[config.mk]
export PLATFORM = sky130hd
export DESIGN_NAME = reset_supervisor
export DESIGN_NICKNAME = d
export VERILOG_FILES = /design/src/rtl/input_sync.v /design/src/rtl/watchdog_window.v /design/src/rtl/reset_supervisor.v
export VERILOG_INCLUDE_DIRS = /design/src /design/src/rtl
export SDC_FILE = /design/constraint.sdc
export NUM_CORES = 1
export LEC_CHECK = 0
export BUFFER_PORTS_ARGS = -buffer_cell sky130_fd_sc_hd__clkbuf_2
export CAP_MARGIN = 20
export CELL_PAD_IN_SITES_DETAIL_PLACEMENT = 0
export CELL_PAD_IN_SITES_GLOBAL_PLACEMENT = 1
export CORE_MARGIN = 4
export CORE_UTILIZATION = 40
export DETAILED_ROUTE_END_ITERATION = 7
export MAX_ROUTING_LAYER = met4
export PLACE_DENSITY_LB_ADDON = 0.25
export REMOVE_ABC_BUFFERS = 1
export SLEW_MARGIN = 10
export SYNTH_ARGS = -nofsm -noshare
export SYNTH_HDL_FRONTEND = slang
export SYNTH_SLANG_ARGS = --single-unit
[constraint.sdc]
create_clock -name pclk -period 3.7 [get_ports pclk]
set_input_delay 0 -clock pclk [delete_from_list [all_inputs] [get_ports pclk]]
set_output_delay 0 -clock pclk [all_outputs]
set_load 0.02 [all_outputs]
[src/rtl/supervisor_defines.vh]
// Register map, field positions, reset values and timing for the supervisor
`ifndef SUPERVISOR_DEFINES_VH
`define SUPERVISOR_DEFINES_VH

// Register byte offsets
`define REG_TICK_DIV 8'h00
`define REG_RESET_DELAY_ONE 8'h04
`define REG_RESET_DELAY_TWO 8'h08
`define REG_WD_FAST 8'h0c
`define REG_WD_SLOW 8'h10
`define REG_STATUS 8'h14

// Timing: clock period and tick period in ns
`define CLK_PERIOD_NS 10
`define TICK_PERIOD_NS 1000
// Cycles per tick: TICK_PERIOD_NS over CLK_PERIOD_NS, sized for the register
`define TICK_DIV_RESET 16'h0064

// Reset values of programmed periods, in ticks of 1 us
`define RESET_DELAY_ONE_RESET 16'h5bcc
`define RESET_DELAY_TWO_RESET 16'h5bcc
`define WD_FAST_RESET 16'h04e2
`define WD_SLOW_RESET 16'h4e20

// Sequencing modes decoded from the strap
`define MODE_TIED_HIGH 2'h0
`define MODE_TIED_LOW 2'h1
`define MODE_OPEN 2'h2

// Status register field positions
`define ST_MODE_LSB 0
`define ST_RESET_ONE 2
`define ST_RESET_TWO 3
`define ST_WD_FAULT_N 4
`define ST_SWITCH_ONE 5
`define ST_SWITCH_TWO 6
`define ST_PULLDOWN_ONE 7
`define ST_PULLDOWN_TWO 8
`define ST_WD_ARMED 9
`define ST_SHUTDOWN 10

`endif

[src/rtl/input_sync.v]
// Two-flop synchroniser bank for asynchronous comparator and pin inputs
`timescale 1ns/1ps
`default_nettype none

module input_sync #(
  parameter WIDTH = 8
) (
  // Clock and reset
  input wire pclk,
  input wire presetn,
  // Raw and synchronised levels
  input wire [WIDTH-1:0] async_in,
  output reg [WIDTH-1:0] sync_out
);

  reg [WIDTH-1:0] stage_one;

  // First stage feeds only the second stage
  always @(posedge pclk or negedge presetn) begin
    if (!presetn) begin
      stage_one <= {WIDTH{1'b0}};
      sync_out <= {WIDTH{1'b0}};
    end else begin
      stage_one <= async_in;
      sync_out <= stage_one;
    end
  end

endmodule // input_sync

`default_nettype wire

[src/rtl/watchdog_window.v]
// Windowed watchdog with fault pulse timer
`timescale 1ns/1ps
`default_nettype none

module watchdog_window #(
  parameter CW = 16
) (
  // Clock and reset
  input wire pclk,
  input wire presetn,
  // Control
  input wire tick,
  input wire arm,
  input wire kick_fall,
  input wire [CW-1:0] fast_count,
  input wire [CW-1:0] slow_count,
  // Fault output, active low
  output reg fault_n
);

  reg [CW-1:0] since_kick;
  reg [CW-1:0] pulse_left;
  wire [CW-1:0] pulse_len;

  // Pulse lasts one eighth of the slow window, at least one tick
  assign pulse_len = (slow_count[CW-1:3] == {(CW-3){1'b0}}) ?
                     {{(CW-1){1'b0}}, 1'b1} : {3'h0, slow_count[CW-1:3]};

  // Window counter and fault pulse
  always @(posedge pclk or negedge presetn) begin
    if (!presetn) begin
      since_kick <= {CW{1'b0}};
      pulse_left <= {CW{1'b0}};
      fault_n <= 1'b1;
    end else if (!arm) begin
      // Disarm ends a pulse at once (reset low or disable)
      since_kick <= {CW{1'b0}};
      pulse_left <= {CW{1'b0}};
      fault_n <= 1'b1;
    end else if (kick_fall && since_kick < fast_count) begin
      since_kick <= {CW{1'b0}};
      pulse_left <= pulse_len;
      fault_n <= 1'b0;
    end else if (kick_fall) begin
      since_kick <= {CW{1'b0}};
    end else if (tick) begin
      if (since_kick + 1'b1 >= slow_count) begin
        since_kick <= {CW{1'b0}};
        pulse_left <= pulse_len;
        fault_n <= 1'b0;
      end else begin
        since_kick <= since_kick + 1'b1;
      end
      if (pulse_left != {CW{1'b0}} && since_kick + 1'b1 < slow_count) begin
        pulse_left <= pulse_left - 1'b1;
        if (pulse_left == {{(CW-1){1'b0}}, 1'b1})
          fault_n <= 1'b1;
      end
    end
  end

endmodule // watchdog_window

`default_nettype wire

[src/rtl/reset_supervisor.v]
// Dual-channel sequencing, reset timing and watchdog supervisor with APB
//
// Contract
// - Decode three-state strap into sequencing mode
// - High/low modes: channel two waits for fb1
// - High/open modes: independent reset per channel
// - High/low modes: watchdog waits for both resets
// - Low mode: both resets wait both fb, timer one
// - Open mode: both start, watchdog after reset one
// - Reset held for full delay after fb good
// - Kick too early flags watchdog fault
// - No kick within slow window flags fault
// - Fault pulse low for slow window over eight
// - Disable input high stops the watchdog
// - Startup pulls soft-start low, switching off
// - Soft-start below threshold releases, enables switching
// - Overcurrent inhibits that channel's switching
// - Shutdown input low halts everything
// - Under-voltage asserts that channel's reset
// - Fault pulse ends on timeout or reset low
`timescale 1ns/1ps
`default_nettype none
`include "supervisor_defines.vh"

module reset_supervisor #(
  parameter CW = 16
) (
  // APB clock, reset and slave port
  input wire pclk,
  input wire presetn,
  input wire psel,
  input wire penable,
  input wire pwrite,
  input wire [7:0] paddr,
  input wire [31:0] pwdata,
  output reg [31:0] prdata,
  output reg pready,
  output reg pslverr,
  // Strap comparators: high above high level, low below low level
  input wire strap_high_in,
  input wire strap_low_in,
  // Per-channel comparators
  input wire feedback_channel_one,
  input wire feedback_channel_two,
  input wire undervoltage_one,
  input wire undervoltage_two,
  input wire soft_start_low_one,
  input wire soft_start_low_two,
  input wire catch_diode_overcurrent_one,
  input wire catch_diode_overcurrent_two,
  // Shutdown comparator, low means shut down
  input wire shutdown_lockout_in,
  // Watchdog pins
  input wire watchdog_disable_in,
  input wire watchdog_kick_in,
  // Regulator controls
  output reg switch_enable_one,
  output reg switch_enable_two,
  output reg soft_start_pulldown_one,
  output reg soft_start_pulldown_two,
  // Supervisor outputs, active low
  output reg reset_out_one_n,
  output reg reset_out_two_n,
  output wire watchdog_fault_out_n
);

  // Channel soft-start states
  localparam CH_OFF = 2'h0;
  localparam CH_DISCHARGE = 2'h1;
  localparam CH_RUN = 2'h2;

  // Synchronised inputs
  wire [12:0] raw_in;
  wire [12:0] sync_in;
  wire s_strap_high;
  wire s_strap_low;
  wire s_fb_one;
  wire s_fb_two;
  wire s_uv_one;
  wire s_uv_two;
  wire s_ss_low_one;
  wire s_ss_low_two;
  wire s_oc_one;
  wire s_oc_two;
  wire s_enable;
  wire s_wd_disable;
  wire s_kick;

  // Programmed periods
  reg [CW-1:0] tick_div;
  reg [CW-1:0] reset_delay_one;
  reg [CW-1:0] reset_delay_two;
  reg [CW-1:0] wd_fast;
  reg [CW-1:0] wd_slow;

  // Internal state
  reg [CW-1:0] tick_count;
  reg tick;
  reg [1:0] mode;
  reg [1:0] strap_settle;
  reg mode_valid;
  reg [1:0] ch_one_state;
  reg [1:0] ch_two_state;
  reg [CW-1:0] delay_one_count;
  reg [CW-1:0] delay_two_count;
  reg kick_prev;
  reg wd_arm;
  wire kick_fall;
  wire shutdown;
  wire good_one;
  wire good_two;
  wire both_good;
  wire start_two;
  wire apb_setup;
  wire apb_write;
  wire [31:0] status_word;
  reg [31:0] next_rdata;
  reg next_err;

  // Reset delay counter step: clear when bad, count ticks up to delay
  function [CW-1:0] delay_step;
    input [CW-1:0] count;
    input [CW-1:0] limit;
    input good;
    input t;
    begin
      if (!good)
        delay_step = {CW{1'b0}};
      else if (t && count < limit)
        delay_step = count + 1'b1;
      else
        delay_step = count;
    end
  endfunction

  // Soft-start state step for one channel
  function [1:0] channel_step;
    input [1:0] state;
    input halt;
    input start;
    input ss_low;
    begin
      if (halt)
        channel_step = CH_OFF;
      else
        case (state)
          CH_OFF: channel_step = start ? CH_DISCHARGE : CH_OFF;
          CH_DISCHARGE: channel_step = ss_low ? CH_RUN : CH_DISCHARGE;
          CH_RUN: channel_step = CH_RUN;
          default: channel_step = CH_OFF;
        endcase
    end
  endfunction

  // Every asynchronous level passes two flops first
  assign raw_in = {watchdog_kick_in, watchdog_disable_in, shutdown_lockout_in,
                   catch_diode_overcurrent_two, catch_diode_overcurrent_one,
                   soft_start_low_two, soft_start_low_one,
                   undervoltage_two, undervoltage_one,
                   feedback_channel_two, feedback_channel_one,
                   strap_low_in, strap_high_in};

  input_sync #(
    .WIDTH(13)
  ) u_sync (
    .pclk(pclk),
    .presetn(presetn),
    .async_in(raw_in),
    .sync_out(sync_in)
  );

  assign s_strap_high = sync_in[0];
  assign s_strap_low = sync_in[1];
  assign s_fb_one = sync_in[2];
  assign s_fb_two = sync_in[3];
  assign s_uv_one = sync_in[4];
  assign s_uv_two = sync_in[5];
  assign s_ss_low_one = sync_in[6];
  assign s_ss_low_two = sync_in[7];
  assign s_oc_one = sync_in[8];
  assign s_oc_two = sync_in[9];
  assign s_enable = sync_in[10];
  assign s_wd_disable = sync_in[11];
  assign s_kick = sync_in[12];

  // Shutdown also covers the time before the strap is caught
  assign shutdown = !s_enable || !mode_valid;

  // Tick divider: one-cycle enable that paces all timers
  always @(posedge pclk or negedge presetn) begin
    if (!presetn) begin
      tick_count <= {CW{1'b0}};
      tick <= 1'b0;
    end else if (tick_count + 1'b1 >= tick_div) begin
      tick_count <= {CW{1'b0}};
      tick <= 1'b1;
    end else begin
      tick_count <= tick_count + 1'b1;
      tick <= 1'b0;
    end
  end

  // Strap caught once after release, when the synchroniser has settled
  always @(posedge pclk or negedge presetn) begin
    if (!presetn) begin
      strap_settle <= 2'h0;
      mode_valid <= 1'b0;
      mode <= `MODE_OPEN;
    end else if (!mode_valid) begin
      if (strap_settle == 2'h3) begin
        mode_valid <= 1'b1;
        if (s_strap_high)
          mode <= `MODE_TIED_HIGH;
        else if (s_strap_low)
          mode <= `MODE_TIED_LOW;
        else
          mode <= `MODE_OPEN;
      end else begin
        strap_settle <= strap_settle + 2'h1;
      end
    end
  end

  // Feedback good means above threshold and not under-voltage
  assign good_one = s_fb_one && !s_uv_one;
  assign good_two = s_fb_two && !s_uv_two;
  assign both_good = good_one && good_two;

  // Channel two start gate
  assign start_two = (mode == `MODE_OPEN) ? 1'b1 : s_fb_one;

  // Soft-start sequencing; pull-down holds until node is discharged
  always @(posedge pclk or negedge presetn) begin
    if (!presetn) begin
      ch_one_state <= CH_OFF;
      ch_two_state <= CH_OFF;
    end else begin
      ch_one_state <= channel_step(ch_one_state, shutdown, 1'b1,
                                   s_ss_low_one);
      ch_two_state <= channel_step(ch_two_state, shutdown, start_two,
                                   s_ss_low_two);
    end
  end

  // Regulator controls; overcurrent only pauses switching
  always @(posedge pclk or negedge presetn) begin
    if (!presetn) begin
      switch_enable_one <= 1'b0;
      switch_enable_two <= 1'b0;
      soft_start_pulldown_one <= 1'b0;
      soft_start_pulldown_two <= 1'b0;
    end else begin
      switch_enable_one <= (ch_one_state == CH_RUN) && !s_oc_one;
      switch_enable_two <= (ch_two_state == CH_RUN) && !s_oc_two;
      soft_start_pulldown_one <= (ch_one_state == CH_DISCHARGE);
      soft_start_pulldown_two <= (ch_two_state == CH_DISCHARGE);
    end
  end

  // Reset delay timers; low mode runs timer one on the joint condition
  always @(posedge pclk or negedge presetn) begin
    if (!presetn) begin
      delay_one_count <= {CW{1'b0}};
      delay_two_count <= {CW{1'b0}};
    end else if (shutdown) begin
      delay_one_count <= {CW{1'b0}};
      delay_two_count <= {CW{1'b0}};
    end else if (mode == `MODE_TIED_LOW) begin
      delay_one_count <= delay_step(delay_one_count, reset_delay_one,
                                    both_good, tick);
      delay_two_count <= {CW{1'b0}};
    end else begin
      delay_one_count <= delay_step(delay_one_count, reset_delay_one,
                                    good_one, tick);
      delay_two_count <= delay_step(delay_two_count, reset_delay_two,
                                    good_two, tick);
    end
  end

  // Reset outputs released only after the full delay
  always @(posedge pclk or negedge presetn) begin
    if (!presetn) begin
      reset_out_one_n <= 1'b0;
      reset_out_two_n <= 1'b0;
    end else if (shutdown) begin
      reset_out_one_n <= 1'b0;
      reset_out_two_n <= 1'b0;
    end else if (mode == `MODE_TIED_LOW) begin
      reset_out_one_n <= both_good &&
                         delay_one_count >= reset_delay_one;
      reset_out_two_n <= both_good &&
                         delay_one_count >= reset_delay_one;
    end else begin
      reset_out_one_n <= good_one &&
                         delay_one_count >= reset_delay_one;
      reset_out_two_n <= good_two &&
                         delay_two_count >= reset_delay_two;
    end
  end

  // Watchdog arming per mode; disable pin wins
  always @(posedge pclk or negedge presetn) begin
    if (!presetn) begin
      wd_arm <= 1'b0;
    end else if (shutdown || s_wd_disable) begin
      wd_arm <= 1'b0;
    end else if (mode == `MODE_OPEN) begin
      wd_arm <= reset_out_one_n;
    end else begin
      wd_arm <= reset_out_one_n && reset_out_two_n;
    end
  end

  // Kick edge taken from the settled level only; the synchroniser leaves
  // reset low, so a high history here would fake a fall
  always @(posedge pclk or negedge presetn) begin
    if (!presetn)
      kick_prev <= 1'b0;
    else
      kick_prev <= s_kick;
  end
  assign kick_fall = kick_prev && !s_kick;

  // Arm drops with reset one low, or with either reset low outside open mode, which ends a fault pulse early
  watchdog_window #(
    .CW(CW)
  ) u_watchdog (
    .pclk(pclk),
    .presetn(presetn),
    .tick(tick),
    .arm(wd_arm),
    .kick_fall(kick_fall),
    .fast_count(wd_fast),
    .slow_count(wd_slow),
    .fault_n(watchdog_fault_out_n)
  );

  // APB decode
  assign apb_setup = psel && !penable;
  assign apb_write = psel && penable && pready && pwrite;

  assign status_word = {21'h000000, shutdown, wd_arm,
                        soft_start_pulldown_two, soft_start_pulldown_one,
                        switch_enable_two, switch_enable_one,
                        watchdog_fault_out_n, reset_out_two_n,
                        reset_out_one_n, mode};

  // Read mux and unmapped-address check
  always @* begin
    next_rdata = 32'h00000000;
    next_err = 1'b0;
    case (paddr)
      `REG_TICK_DIV: next_rdata = {16'h0000, tick_div};
      `REG_RESET_DELAY_ONE: next_rdata = {16'h0000, reset_delay_one};
      `REG_RESET_DELAY_TWO: next_rdata = {16'h0000, reset_delay_two};
      `REG_WD_FAST: next_rdata = {16'h0000, wd_fast};
      `REG_WD_SLOW: next_rdata = {16'h0000, wd_slow};
      `REG_STATUS: next_rdata = status_word;
      default: next_err = 1'b1;
    endcase
  end

  // Answer registered in setup, so access completes with no wait
  always @(posedge pclk or negedge presetn) begin
    if (!presetn) begin
      pready <= 1'b0;
      pslverr <= 1'b0;
      prdata <= 32'h00000000;
    end else if (apb_setup) begin
      pready <= 1'b1;
      pslverr <= next_err;
      prdata <= pwrite ? 32'h00000000 : next_rdata;
    end else begin
      pready <= 1'b0;
      pslverr <= 1'b0;
      prdata <= 32'h00000000;
    end
  end

  // Programmable periods; a zero divider would stall nothing, it ticks
  // every cycle
  always @(posedge pclk or negedge presetn) begin
    if (!presetn) begin
      tick_div <= `TICK_DIV_RESET;
      reset_delay_one <= `RESET_DELAY_ONE_RESET;
      reset_delay_two <= `RESET_DELAY_TWO_RESET;
      wd_fast <= `WD_FAST_RESET;
      wd_slow <= `WD_SLOW_RESET;
    end else if (apb_write && !pslverr) begin
      case (paddr)
        `REG_TICK_DIV: tick_div <= pwdata[CW-1:0];
        `REG_RESET_DELAY_ONE: reset_delay_one <= pwdata[CW-1:0];
        `REG_RESET_DELAY_TWO: reset_delay_two <= pwdata[CW-1:0];
        `REG_WD_FAST: wd_fast <= pwdata[CW-1:0];
        `REG_WD_SLOW: wd_slow <= pwdata[CW-1:0];
        default: tick_div <= tick_div;
      endcase
    end
  end

endmodule // reset_supervisor

`default_nettype wire

## After elaboration in Yosys (flattened, before gate mapping)

Cells that the tools add are included.

| cells by class | value |
|---|---|
| eq/ne operators | 18 |
| reduce and logical (&&, ||, !) cells | 45 |
| bitwise gates (word level) | 2 |
| multiplexer cells | 54 |
| magnitude comparators | 8 |
| add/subtract/negate cells | 6 |

Operator list:

| kind | number |
|---|---|
| $mux W16 | 21 |
| $pmux W16 S6 | 1 |
| $add A16 B1 Y16 const B | 4 |
| $ge A16 B16 Y1 | 4 |
| $lt A16 B16 Y1 | 4 |
| $mux W32 | 2 |
| $mux W1 | 21 |
| $logic_and A1 B1 Y1 | 19 |
| $eq A16 B1 Y1 const B | 1 |
| $eq A8 B4 Y1 const B | 2 |
| $eq A8 B5 Y1 const B | 2 |
| $reduce_and A2 Y1 | 8 |
| $reduce_bool A16 Y1 | 1 |
| $sub A16 B1 Y16 const B | 1 |
| $logic_not A13 Y1 | 1 |
| $mux W13 | 1 |
| $mux W2 | 6 |
| $pmux W2 S3 | 2 |
| $logic_not A1 Y1 | 9 |
| $eq A2 B2 Y1 const B | 4 |
| $eq A8 B3 Y1 const B | 1 |
| $logic_not A8 Y1 | 1 |
| $ne A4 B2 Y1 const B | 2 |
| $eq A2 B1 Y1 const B | 3 |
| 9 further kinds | 12 |

| word-level totals | value |
|---|---|
| register bits | 239 |
| logic and storage cells | 163 |
| bits of input ports | 58 |

## Longest topological paths before layout

Gate-level depths: netlist (run 1).

| logic depth | value |
|---|---|
| word-level depth | 9 |
| gate-level depth with buffers | 16 |
| mapped depth without buffers | 14 |

## By module

From an unflattened synthesis (run 1), not the netlist that was laid out.

| second synthesis, totals | value |
|---|---|
| cells, all modules | 1,169 |
| area, all modules | 12,274.3 sq um |

Modules (own cells, without submodules):

| module | area an instance (sq um) | sequential area each (sq um) | cells an instance | times used |
|---|---|---|---|---|
| reset_supervisor | 8,718.4 | 4,144.0 | 813 | 1 |
| watchdog_window | 2,905.3 | 827.0 | 330 | 1 |
| input_sync | 650.6 | 650.6 | 26 | 1 |

## Worst setup path before layout (run 1)

OpenSTA, ideal clock, no wires.

| path | value |
|---|---|
| path type | flip-flop to flip-flop |
| start | register u_watchdog.since_kick[0] |
| end | register u_watchdog.since_kick[7] |
| cell stages (with the launch flop) | 17 |
| buffers on the path | 2 |
| required time | 3,604 ps |
| slack | 115 ps |
| library setup time | 96 ps |
| arrival time | 3,489 ps |
| cells stage by stage | dfrtp_1 -> ha_1 -> and3_1 -> clkbuf_1 -> nand2_1 -> nor3_1 -> and3_1 -> xor2_1 -> ha_1 -> nand4_1 -> a2111oi_0 -> or4_4 -> or4_1 -> clkbuf_1 -> nor2_1 -> o21ai_0 -> o31ai_1 |

| between the ends | value |
|---|---|
| cells in the longest elaborated chain, start to end | 7 |
| elaborated cells on any way between the ends | 10 |
| classes of those cells | add/sub: 1; order compare: 2; eq/ne: 1; mux: 5; reduce/logical: 1 |

RTL lines:

| element | line | text |
|---|---|---|
| start, declared | watchdog_window.v:21 | `reg [CW-1:0] since_kick;` |
| start signal, assigned | watchdog_window.v:32 | `since_kick <= {CW{1'b0}};` |
| start signal, assigned | watchdog_window.v:37 | `since_kick <= {CW{1'b0}};` |
| start signal, assigned | watchdog_window.v:41 | `since_kick <= {CW{1'b0}};` |
| $add A16 B1 Y16 | watchdog_window.v:47, watchdog_window.v:52 |  |
| $ge A16 B16 Y1 | watchdog_window.v:47 | `if (since_kick + 1'b1 >= slow_count) begin` |
| $mux W16 | watchdog_window.v:47 |  |
| $mux W16 | watchdog_window.v:46 | `end else if (tick) begin` |
| $mux W16 | watchdog_window.v:44 | `end else if (kick_fall) begin` |
| $mux W16 | watchdog_window.v:40 | `end else if (kick_fall && since_kick < fast_count) begin` |
| $mux W16 | watchdog_window.v:35 | `end else if (!arm) begin` |

Several ways; a longest one is shown, not always the timed one. The select of a mux whose other input is x is not followed.
A chain may end at the register's enable or synchronous reset.

## Worst setup path in the final report (run 1)

| path | value |
|---|---|
| start | register u_watchdog.since_kick[4] |
| end | register u_watchdog.since_kick[7] |

Same word-level chain as after synthesis.

==> flow_summary.yaml, run 1 <==
timing:
  setup_viol: 0
  hold_slack_ns: 0.0945
  min_period_ns: 3.53
  fmax_ghz: 0.283
  finalHoldViolCount: 0
  skew_ns: 0.0125
  max_slew_margin_pct: 33.8
  tightest_slew_ns: 0.992
  setup_ws_ns: 0.165
  slew_viol_final: 0
  fin_crit_sh_pct: 95.5
logic_synthesis:
  synth_edf_count: 0
  synth_top_area_share_pct: 39.6
  synthTopCellsByArea: "dfrtp_1, ha_1, dfstp_2"
  ys_seq_area_share_pct: 46.8
  ys_types: 68
  synth_area_per_cell_um2: 10.2
  synth-main-ff-cell: "dfrtp_1"
  netlist_area_mm2: 0.0120
  yosysWarningCount: 0
  syn_inst: 1181
  yosys_register_bits: 223
  synth_area_leader_cell: "dfrtp_1"
  async_reset_ff_share_pct: 100
floorplan:
  num_rows: 63
  boundaryPins: 99
  start_util_pct: 40.5
  fp.dieW_um: 181
  die-area_mm2: 0.0329
  die_h_um: 181
  core_region_area_mm2: 0.0296
critical_path:
  cp-end-kind: "register"
  path_cells: "and3_1 > and3_4 > and3_4 > and3_4 > nand3_1 > xnor2_2 > ha_1 > nand4_1 > a211oi_1 > or4_4 > or4_4 > buf_6 > nor2_1 > o21ai_0 > o31ai_1"
  r2r_start: "u_watchdog.since_kick[4]"
  crit_type: "register to register"
  r2r_slack_ns: 0.17
  reg2reg_depth: 15
  slowest_stage: "or4_4"
  worstPathRequired_ns: 4.14
  path_buf_inv: 1
  arrival_ns: 3.98
  crit_top_cell: "and3_4"
  r2r-end: "u_watchdog.since_kick[7]"
  crit_family: "simple AND/OR/NAND/NOR gates"
  startpoint_type: "register"
  slowest_delay_ns: 0.59
  crit_fanout: 15
power_and_ir_drop:
  p_leak_nw: 7.00
  p_int_w: 0.00444
  switching_share_pct: 23.6
  ir_worst_vdd_uv: 380
  power_density_mw_per_mm2: 407
  total_power_w: 0.00581
  power_frac_seq_pct: 43.4
  combPwrFrac_pct: 6.3
  pwr-share-clk_pct: 50.4
  p_switching_w: 0.00137
clocking:
  cts_tree: "yes"
  clockBufferDepth: 3
  numCtsBuffers: 28
  htreeDepth: 1
  clock_latency_ns: 0.54
  root_buffer: "clkbuf_16"
  cts_setup_buffers: 0
  cts_sinks: 223
  clk_pin_slew_ns: 0.06
global_route:
  overflow: 0
  grt_max_degree: 114
  grt_pass1_wl_um: 51000
  grt_use_total_pct: 19.6
  antenna_found_initial: 0
  grt_pass1_vias: 9223
worst_hold_path:
  hold-path-cell-count: 2
  hold_path.class: "input pin to register"
  hold-path-endpoint: "u_sync.stage_one[7]"
  hp-start: "soft_start_low_two"
route:
  drc_errors: 0
  drtIter0Drc: 520
  num_vias: 8917
  wirelength_um: 31000
  viasPerCell: 5.19
  ant_nets: 0
  firstDrtPassIters: 5
  wl_per_cell_um: 18.1
job:
  maxCapViolCount: 0
final_layout:
  nFillCells: 2852
  area_growth_pct: 19.0
  seq_area_mm2: 0.00562
  final_nets: 1450
  diodes: 0
  multi_input_area_mm2: 0.00587
  drive_above_1_share_pct: 20.0
run_status:
  status: "finished, final reports clean"
place:
  dp_hpwl_um: 22700
  pre_cts_slack_ns: 0.0651
  place_congestion: 0.821
  io_buffers: 66
-- final cells by class --
class / instances / area share (%)
flip-flops and latches: 223 / 39.3
inverters: 92 / 2.42
clock inverters: 15 / 1.34
repair buffers: 135 / 6.76
well taps: 390 / 3.41
multi-input cells: 825 / 41.0
clock buffers: 37 / 5.71
-- power groups by stage --
stage	registers (W)	clock network, W	logic, W
2_1_floorplan	0.00255	0	0.000160
3_3_place_gp	0.00256	0	0.000336
3_5_place_dp	0.00256	0	0.000340
4_1_cts	0.00252	0.00298	0.000373
5_1_grt	0.00252	0.00308	0.000412
6_report	0.00252	0.00293	0.000365
-- flip-flops by register name, summed over array words and instances (netlist names), 13 cells and up --
signal,flops
u_watchdog.since_kick,16
wd_fast,16
reset_delay_one,16
tick_div,16
wd_slow,16
prdata,16
tick_count,16
delay_two_count,16
delay_one_count,16
u_watchdog.pulse_left,16
u_sync.stage_one,13
u_sync.sync_out,13
reset_delay_two,16
-- per-layer routing --
layer  share of wire (%)  GRT usage, %  up-vias
li1                    -             -     4378
met1                  48          27.8     4359
met2                  47          31.2      146
met3                 3.5          2.05       34
met4                 1.6          3.60        0
met5                   0             -        -
-- cells by family after synthesis --
group                      share of synthesized area (%)
DFF                                                 46.8
muxes                                               6.96
xor gates and xnor gates                            3.65
adders and majority gates                           9.06
AOI/OAI and AO/OA                                   11.3
other                                             0.0312
buffers and inverters                               5.31
and+or+nand+nor                                     16.9
-- layout by cell type, fill, tap and decap left out, drive strengths merged, types with 35 or more instances in the layout --
cell type and count:
o21ai 81, dfrtp 190, buf 35, clkbuf 102, mux2 36, ha 87
dlygate4sd3 35, xnor2 36, nor2 73, nand2 116, a21oi 52, inv 93
-- cells in the mapped netlist, types with 3 or more instances --
cell	instances
a22oi_1	16
nand4_1	25
nor4b_1	5
xnor2_1	36
mux2i_1	7
a21o_1	19
a211oi_1	4
nor2_1	71
nand2_1	116
o21ai_0	80
nand3_1	30
a31o_2	3
nor2b_1	11
and2_1	4
clkbuf_1	28
buf_2	9
or3_1	6
ha_1	87
nand2b_1	26
or4_1	3
dfstp_2	33
mux4_2	16
o2bb2ai_1	11
nor3_1	21
dfrtp_1	190
mux2_2	36
and3_1	33
o31ai_1	6
o21a_1	5
a21oi_1	51
o31a_1	4
o22ai_1	3
buf_4	17
xor2_1	14
nor4_1	12
nor3b_1	8
inv_1	92
-- how the worst max path moves through the flow --
stage                                        start                   endpoint  slack [ns]  cells after the start
after floorplan           u_watchdog.since_kick[0]  u_watchdog.since_kick[12]        0.12                     14
after global placement    u_watchdog.since_kick[2]   u_watchdog.since_kick[7]        0.19                     15
after detailed placement  u_watchdog.since_kick[4]   u_watchdog.since_kick[7]        0.07                     15
after CTS                 u_watchdog.since_kick[4]   u_watchdog.since_kick[7]        0.03                     15
after global routing      u_watchdog.since_kick[2]   u_watchdog.since_kick[7]      -0.007                     15
final                     u_watchdog.since_kick[4]   u_watchdog.since_kick[7]        0.17                     15
-- through the flow --
step | TNS (ns) | cell area (um^2) | instances | util, %
finish | 0 | 14300 | 1717 | 48.2
global route | -0.0138 | 14300 | 1717 | 48.2
CTS | 0 | 14200 | 1716 | 48.0
detailed placement | 0 | 12900 | 1629 | 43.5
global placement | 0 | 12900 | 1629 | 43.5
floorplan | 0 | 11800 | 1140 | -
-- what timing repair did --
| item | in CTS | in global routing |
|---|---|---|
| setup endpoints to repair | 0 | 32 |
| hold buffers | 35 | 0 |
| gates resized for setup | 0 | 13 |
| hold endpoints to repair | 196 | 0 |
Note: power is estimated with default switching activity, not from simulation.
==> run 2: changes to the inputs <==
Clock period 3.7 ns to 3.3 ns, I/O delays scaled along.
==> run 2 against run 1 <==
Compared with the run above: the flow now finishes with violations (setup timing); via count up 1.8%; sequential power increased by 12%; count of clock-buffer cells in the layout up 2; maximum frequency rose by 2.7%.
==> flow_summary.yaml, run 2 (synthesis results as in run 1) <==
worst_hold_path:
  hold_path.class: "input pin to register"
  hp-start: "pwrite"
floorplan:
  start_util_pct: 40.5
  boundaryPins: 99
  die-area_mm2: 0.0329
  num_rows: 63
  fp.dieW_um: 181
  core_region_area_mm2: 0.0296
  die_h_um: 181
place:
  io_buffers: 66
  dp_hpwl_um: 23200
  dpl.cell_count: 1652
  pre_cts_slack_ns: -0.163
  dpl_cell_area_mm2: 0.0131
  place_congestion: 0.889
final_layout:
  finalNonFillerCells: 1747
  drive_above_1_share_pct: 22.0
  layout_common_cells: "dfrtp_1, nand2_1, inv_1"
  area_growth_pct: 21.2
  design_area_mm2: 0.0146
  final_nets: 1482
  final_common_cell: "dfrtp_1"
  diodes: 0
  fin_util_pct: 49.1
critical_path:
  r2r_slack_ns: -0.14
  slowest_stage: "or4_4"
  crit_cells: 15
  path_cells: "and3_4 > and3_4 > and3_4 > and3_4 > nand3_4 > xnor2_4 > ha_4 > nand4_1 > a211oi_1 > or4_4 > or4_4 > buf_12 > nor2_1 > o21ai_0 > o21ai_0"
  crit_family: "simple AND/OR/NAND/NOR gates"
  cp-end-kind: "register"
  slowest_delay_ns: 0.58
  crit_fanout: 22
  crit_top_cell: "and3_4"
  reg2reg_depth: 15
  crit_start: "u_watchdog.since_kick[2]"
  r2r_start: "u_watchdog.since_kick[2]"
  arrival_ns: 3.88
  crit_type: "register to register"
  startpoint_type: "register"
  endpoint: "u_watchdog.since_kick[6]"
  r2r-end: "u_watchdog.since_kick[6]"
  path_buf_inv: 1
  worstPathRequired_ns: 3.73
timing:
  finalHoldViolCount: 0
  rsz0062_at_grt: "yes"
  hold_slack_ns: 0.0477
  tightest_slew_ns: 0.982
  fmax_ghz: 0.291
  max_slew_margin_pct: 34.5
  setup_ws_ns: -0.142
  fin_crit_sh_pct: 104
  slew_viol_final: 0
  skew_ns: 0.0113
  setup_viol: 31
  min_period_ns: 3.44
clocking:
  clockBufferDepth: 3
  numCtsBuffers: 26
  htreeDepth: 1
  clock_latency_ns: 0.52
  clk_pin_slew_ns: 0.06
  root_buffer: "clkbuf_16"
  cts_tree: "yes"
  cts_sinks: 223
job:
  maxCapViolCount: 0
route:
  drtIter0Drc: 441
  drc_errors: 0
  viasPerCell: 5.20
  firstDrtPassIters: 7
  wirelength_um: 31600
  num_vias: 9077
  wl_per_cell_um: 18.1
  ant_nets: 0
global_route:
  grt_pass1_wl_um: 50900
  grt_pass1_vias: 9277
  antenna_found_initial: 0
  overflow: 0
  grt_use_total_pct: 19.7
  grt_max_degree: 118
run_status:
  failed_checks: "setup timing"
  status: "finished, violations left"
power_and_ir_drop:
  power_density_mw_per_mm2: 417
  ir_worst_vdd_uv: 403
  p_leak_nw: 7.14
==> run 2: changes by cell type in the layout (fill, tap and decap cells not counted), moves of 4 or more <==
cell	change
clkbuf_1	+7
clkinvlp_4	-5
o21ai_1	+11
buf_4	+29
buf_12	+4
o21ai_0	-11
==> run 2: area by class of cell <==
| class | instances | area [um^2] |
|---|---|---|
| Timing Repair Buffer | 168 | 1260 |
| Fill cell | 2771 | 15100 |
| Clock buffer | 39 | 751 |
| Multi-Input combinational cell | 826 | 5990 |
| Clock inverter | 9 | 95.1 |
| Tap cell | 390 | 488 |
| Inverter | 92 | 345 |
| Sequential cell | 223 | 5620 |
==> run 2: worst min-delay path by stage <==
stage / slack (ns) / end / cells after the start
after floorplan: -0.30 / ch_one_state[0] / 0
final: 0.05 / wd_slow[13] / 6
after CTS: 0.02 / wd_slow[13] / 6
after global placement: 0.11 / u_sync.stage_one[0] / 1
after detailed placement: 0.11 / u_sync.stage_one[3] / 1
after global routing: 0.10 / wd_slow[13] / 6
==> run 2: what timing repair did <==
action	in CTS	in global routing
setup buffers	7	2
hold endpoints to repair	200	0
resized for setup	26	17
cloned	1	0
pin swaps	1	5
endpoints found under the setup margin	31	33
hold buffers	37	0
==> run 2: power breakdown <==
part | switching [W] | total [W] | internal (W) | leakage (nW)
logic | 0.000260 | 0.000411 | 0.000150 | 3.93
registers | 0.0000417 | 0.00283 | 0.00278 | 2.79
clock network | 0.00112 | 0.00284 | 0.00172 | 0.421
total | 0.00142 | 0.00607 | 0.00466 | 7.14
==> run 2: stage by stage <==
step / TNS, ns / total power, W
2_1_floorplan: -6.90 / 0.00304
3_3_place_gp: -1.32 / 0.00325
3_5_place_dp: -3.29 / 0.00325
4_1_cts: -0.951 / 0.00615
5_1_grt: -7.50 / 0.00631
6_report: -2.27 / 0.00607
==> run 2: worst min-delay path: stages <==
cell and delay, ns:
clkbuf_2 0.09, nand4_1 0.08, or2_2 0.13, nor4_2 0.09
nand2_1 0.07, o21ai_0 0.07
==> run 2: layer usage <==
layer	routed length [um]	vias to the layer above	share of wire, %	track usage [%]
li1	-	4436	-	-
met1	15000	4425	47	27.4
met2	14600	177	46	30.9
met3	1250	39	4.0	2.54
met4	719	0	2.3	4.44
met5	0	-	0	-
==> run 3: changes to the inputs <==
Settings changed: MAX_ROUTING_LAYER met4 to not set, PLACE_DENSITY_LB_ADDON 0.25 to 0.1.
==> run 3 against run 2 <==
Compared with the run above: the flow still finishes with violations (setup timing); via count grew 0.15%; maximum frequency shrank 1.9%; core utilization grew 0.55 points; global-route usage is essentially flat; critical endpoint is now u_watchdog.since_kick[12]; largest cell class unchanged; largest power group unchanged.
==> flow_summary.yaml, run 3 (synthesis results as in run 1) <==
run_status:
  status: "finished, violations left"
  failed_checks: "setup timing"
clocking:
  clk_pin_slew_ns: 0.06
  cts_tree: "yes"
  numCtsBuffers: 27
  htreeDepth: 1
  root_buffer: "clkbuf_16"
  clock_latency_ns: 0.54
  clockBufferDepth: 3
  cts_sinks: 223
power_and_ir_drop:
  power_frac_seq_pct: 44.7
  pwr-share-clk_pct: 48.8
  ir_worst_vdd_uv: 349
  power_density_mw_per_mm2: 429
  p_leak_nw: 7.22
  combPwrFrac_pct: 6.6
  switching_share_pct: 23.4
  p_int_w: 0.00484
  total_power_w: 0.00632
  p_switching_w: 0.00148
critical_path:
  slowest_delay_ns: 0.56
  crit_fanout: 22
  crit_family: "simple AND/OR/NAND/NOR gates"
  worstPathRequired_ns: 3.73
  startpoint_type: "register"
  crit_top_cell: "and3_4"
  arrival_ns: 3.94
  crit_type: "register to register"
  path_cells: "and3_4 > and3_4 > and3_4 > and3_4 > nand3_4 > xnor2_2 > ha_1 > nand4_1 > buf_4 > a2111oi_2 > or4_4 > or4_4 > buf_12 > nor2_1 > o21ai_1 > o31ai_2"
  r2r_slack_ns: -0.21
  cp-end-kind: "register"
  slowest_stage: "or4_4"
  path_buf_inv: 2
route:
  drtIter0Drc: 493
  wl_per_cell_um: 18.5
  wirelength_um: 32500
  dr_wl_met3_um: 1100
  num_vias: 9091
  met1_length_um: 15600
  drc_errors: 0
  ant_nets: 0
  top_layer_used: "met4"
  firstDrtPassIters: 5
  wl_met2_um: 15300
  viasPerCell: 5.19
place:
  dpl.cell_count: 1653
  io_buffers: 66
  place_congestion: 0.823
  dp_hpwl_um: 24000
  pre_cts_slack_ns: -0.216
floorplan:
  core_region_area_mm2: 0.0296
  num_rows: 63
  start_util_pct: 40.5
  die-area_mm2: 0.0329
  die_h_um: 181
  boundaryPins: 99
  fp.dieW_um: 181
job:
  maxCapViolCount: 0
global_route:
  grt_use_total_pct: 19.7
  grt_max_degree: 85
  antenna_found_initial: 0
  overflow: 0
  grt_pass1_wl_um: 51800
  grt_pass1_vias: 9037
timing:
  skew_ns: 0.00738
  rsz0062_at_grt: "yes"
  min_period_ns: 3.51
  finalHoldViolCount: 0
  setup_ws_ns: -0.208
  setup_viol: 31
  fin_crit_sh_pct: 106
  max_slew_margin_pct: 35.6
  tns_ns: -3.63
  slew_viol_final: 0
  tightest_slew_ns: 0.966
  fmax_ghz: 0.285
final_layout:
  final_common_cell: "dfrtp_1"
  layout_common_cells: "dfrtp_1, nand2_1, inv_1"
  diodes: 0
  final_nets: 1485
  area_growth_pct: 22.5
  finalNonFillerCells: 1750
  drive_above_1_share_pct: 24.3
worst_hold_path:
  hold_path.class: "input pin to asynchronous set/reset pin"
[run 3: power by group through the flow]
stage	Sequential, W	Combinational, W	Clock, W
3_3_place_gp	0.00287	0.000387	0
2_1_floorplan	0.00286	0.000180	0
3_5_place_dp	0.00287	0.000389	0
6_report	0.00282	0.000415	0.00308
5_1_grt	0.00283	0.000466	0.00328
4_1_cts	0.00282	0.000424	0.00317
[run 3: worst paths after layout]
kind | cells after the start | to | start
max reg2reg | 16 | u_watchdog.since_kick[12] | u_watchdog.since_kick[4]
max in group asynchronous | 3 | wd_slow[14] | presetn
min | 2 | u_watchdog.pulse_left[13] | presetn
max | 16 | u_watchdog.since_kick[12] | u_watchdog.since_kick[4]
min reg2reg | 0 | u_sync.sync_out[7] | u_sync.stage_one[7]
min in group pclk | 5 | wd_slow[0] | psel
[run 3: layout make-up]
cell class                      instances  area (um^2)
Fill cell                            2790        14900
Multi-Input combinational cell        826         6060
Sequential cell                       223         5620
Timing Repair Buffer                  170         1270
Clock buffer                           39          801
Tap cell                              390          488
Inverter                               92          345
Clock inverter                         10          134
[run 3: repair_timing]
action                                  in CTS  in global routing
setup buffers                                6                  2
pin swaps                                   15                 14
hold buffers                                37                  0
hold endpoints to repair                   183                  0
cloned                                       3                  0
resized for setup                           41                 29
endpoints found under the setup margin      32                 32
[run 3: metrics by stage]
step	hold slack, ns	area (um^2)	util (%)
after floorplan	-0.296	11800	-
after global placement	0.0467	13100	44.1
after detailed placement	0.0547	13100	44.1
after CTS	0.0705	14600	49.2
after global routing	0.0906	14700	49.7
final	0.0463	14700	49.7
[run 3: metal layers]
| metal | vias up | track usage [%] |
|---|---|---|
| li1 | 4448 | - |
| met1 | 4474 | 28.4 |
| met2 | 139 | 32.3 |
| met3 | 30 | 2.80 |
| met4 | 0 | 3.12 |
| met5 | - | 0 |
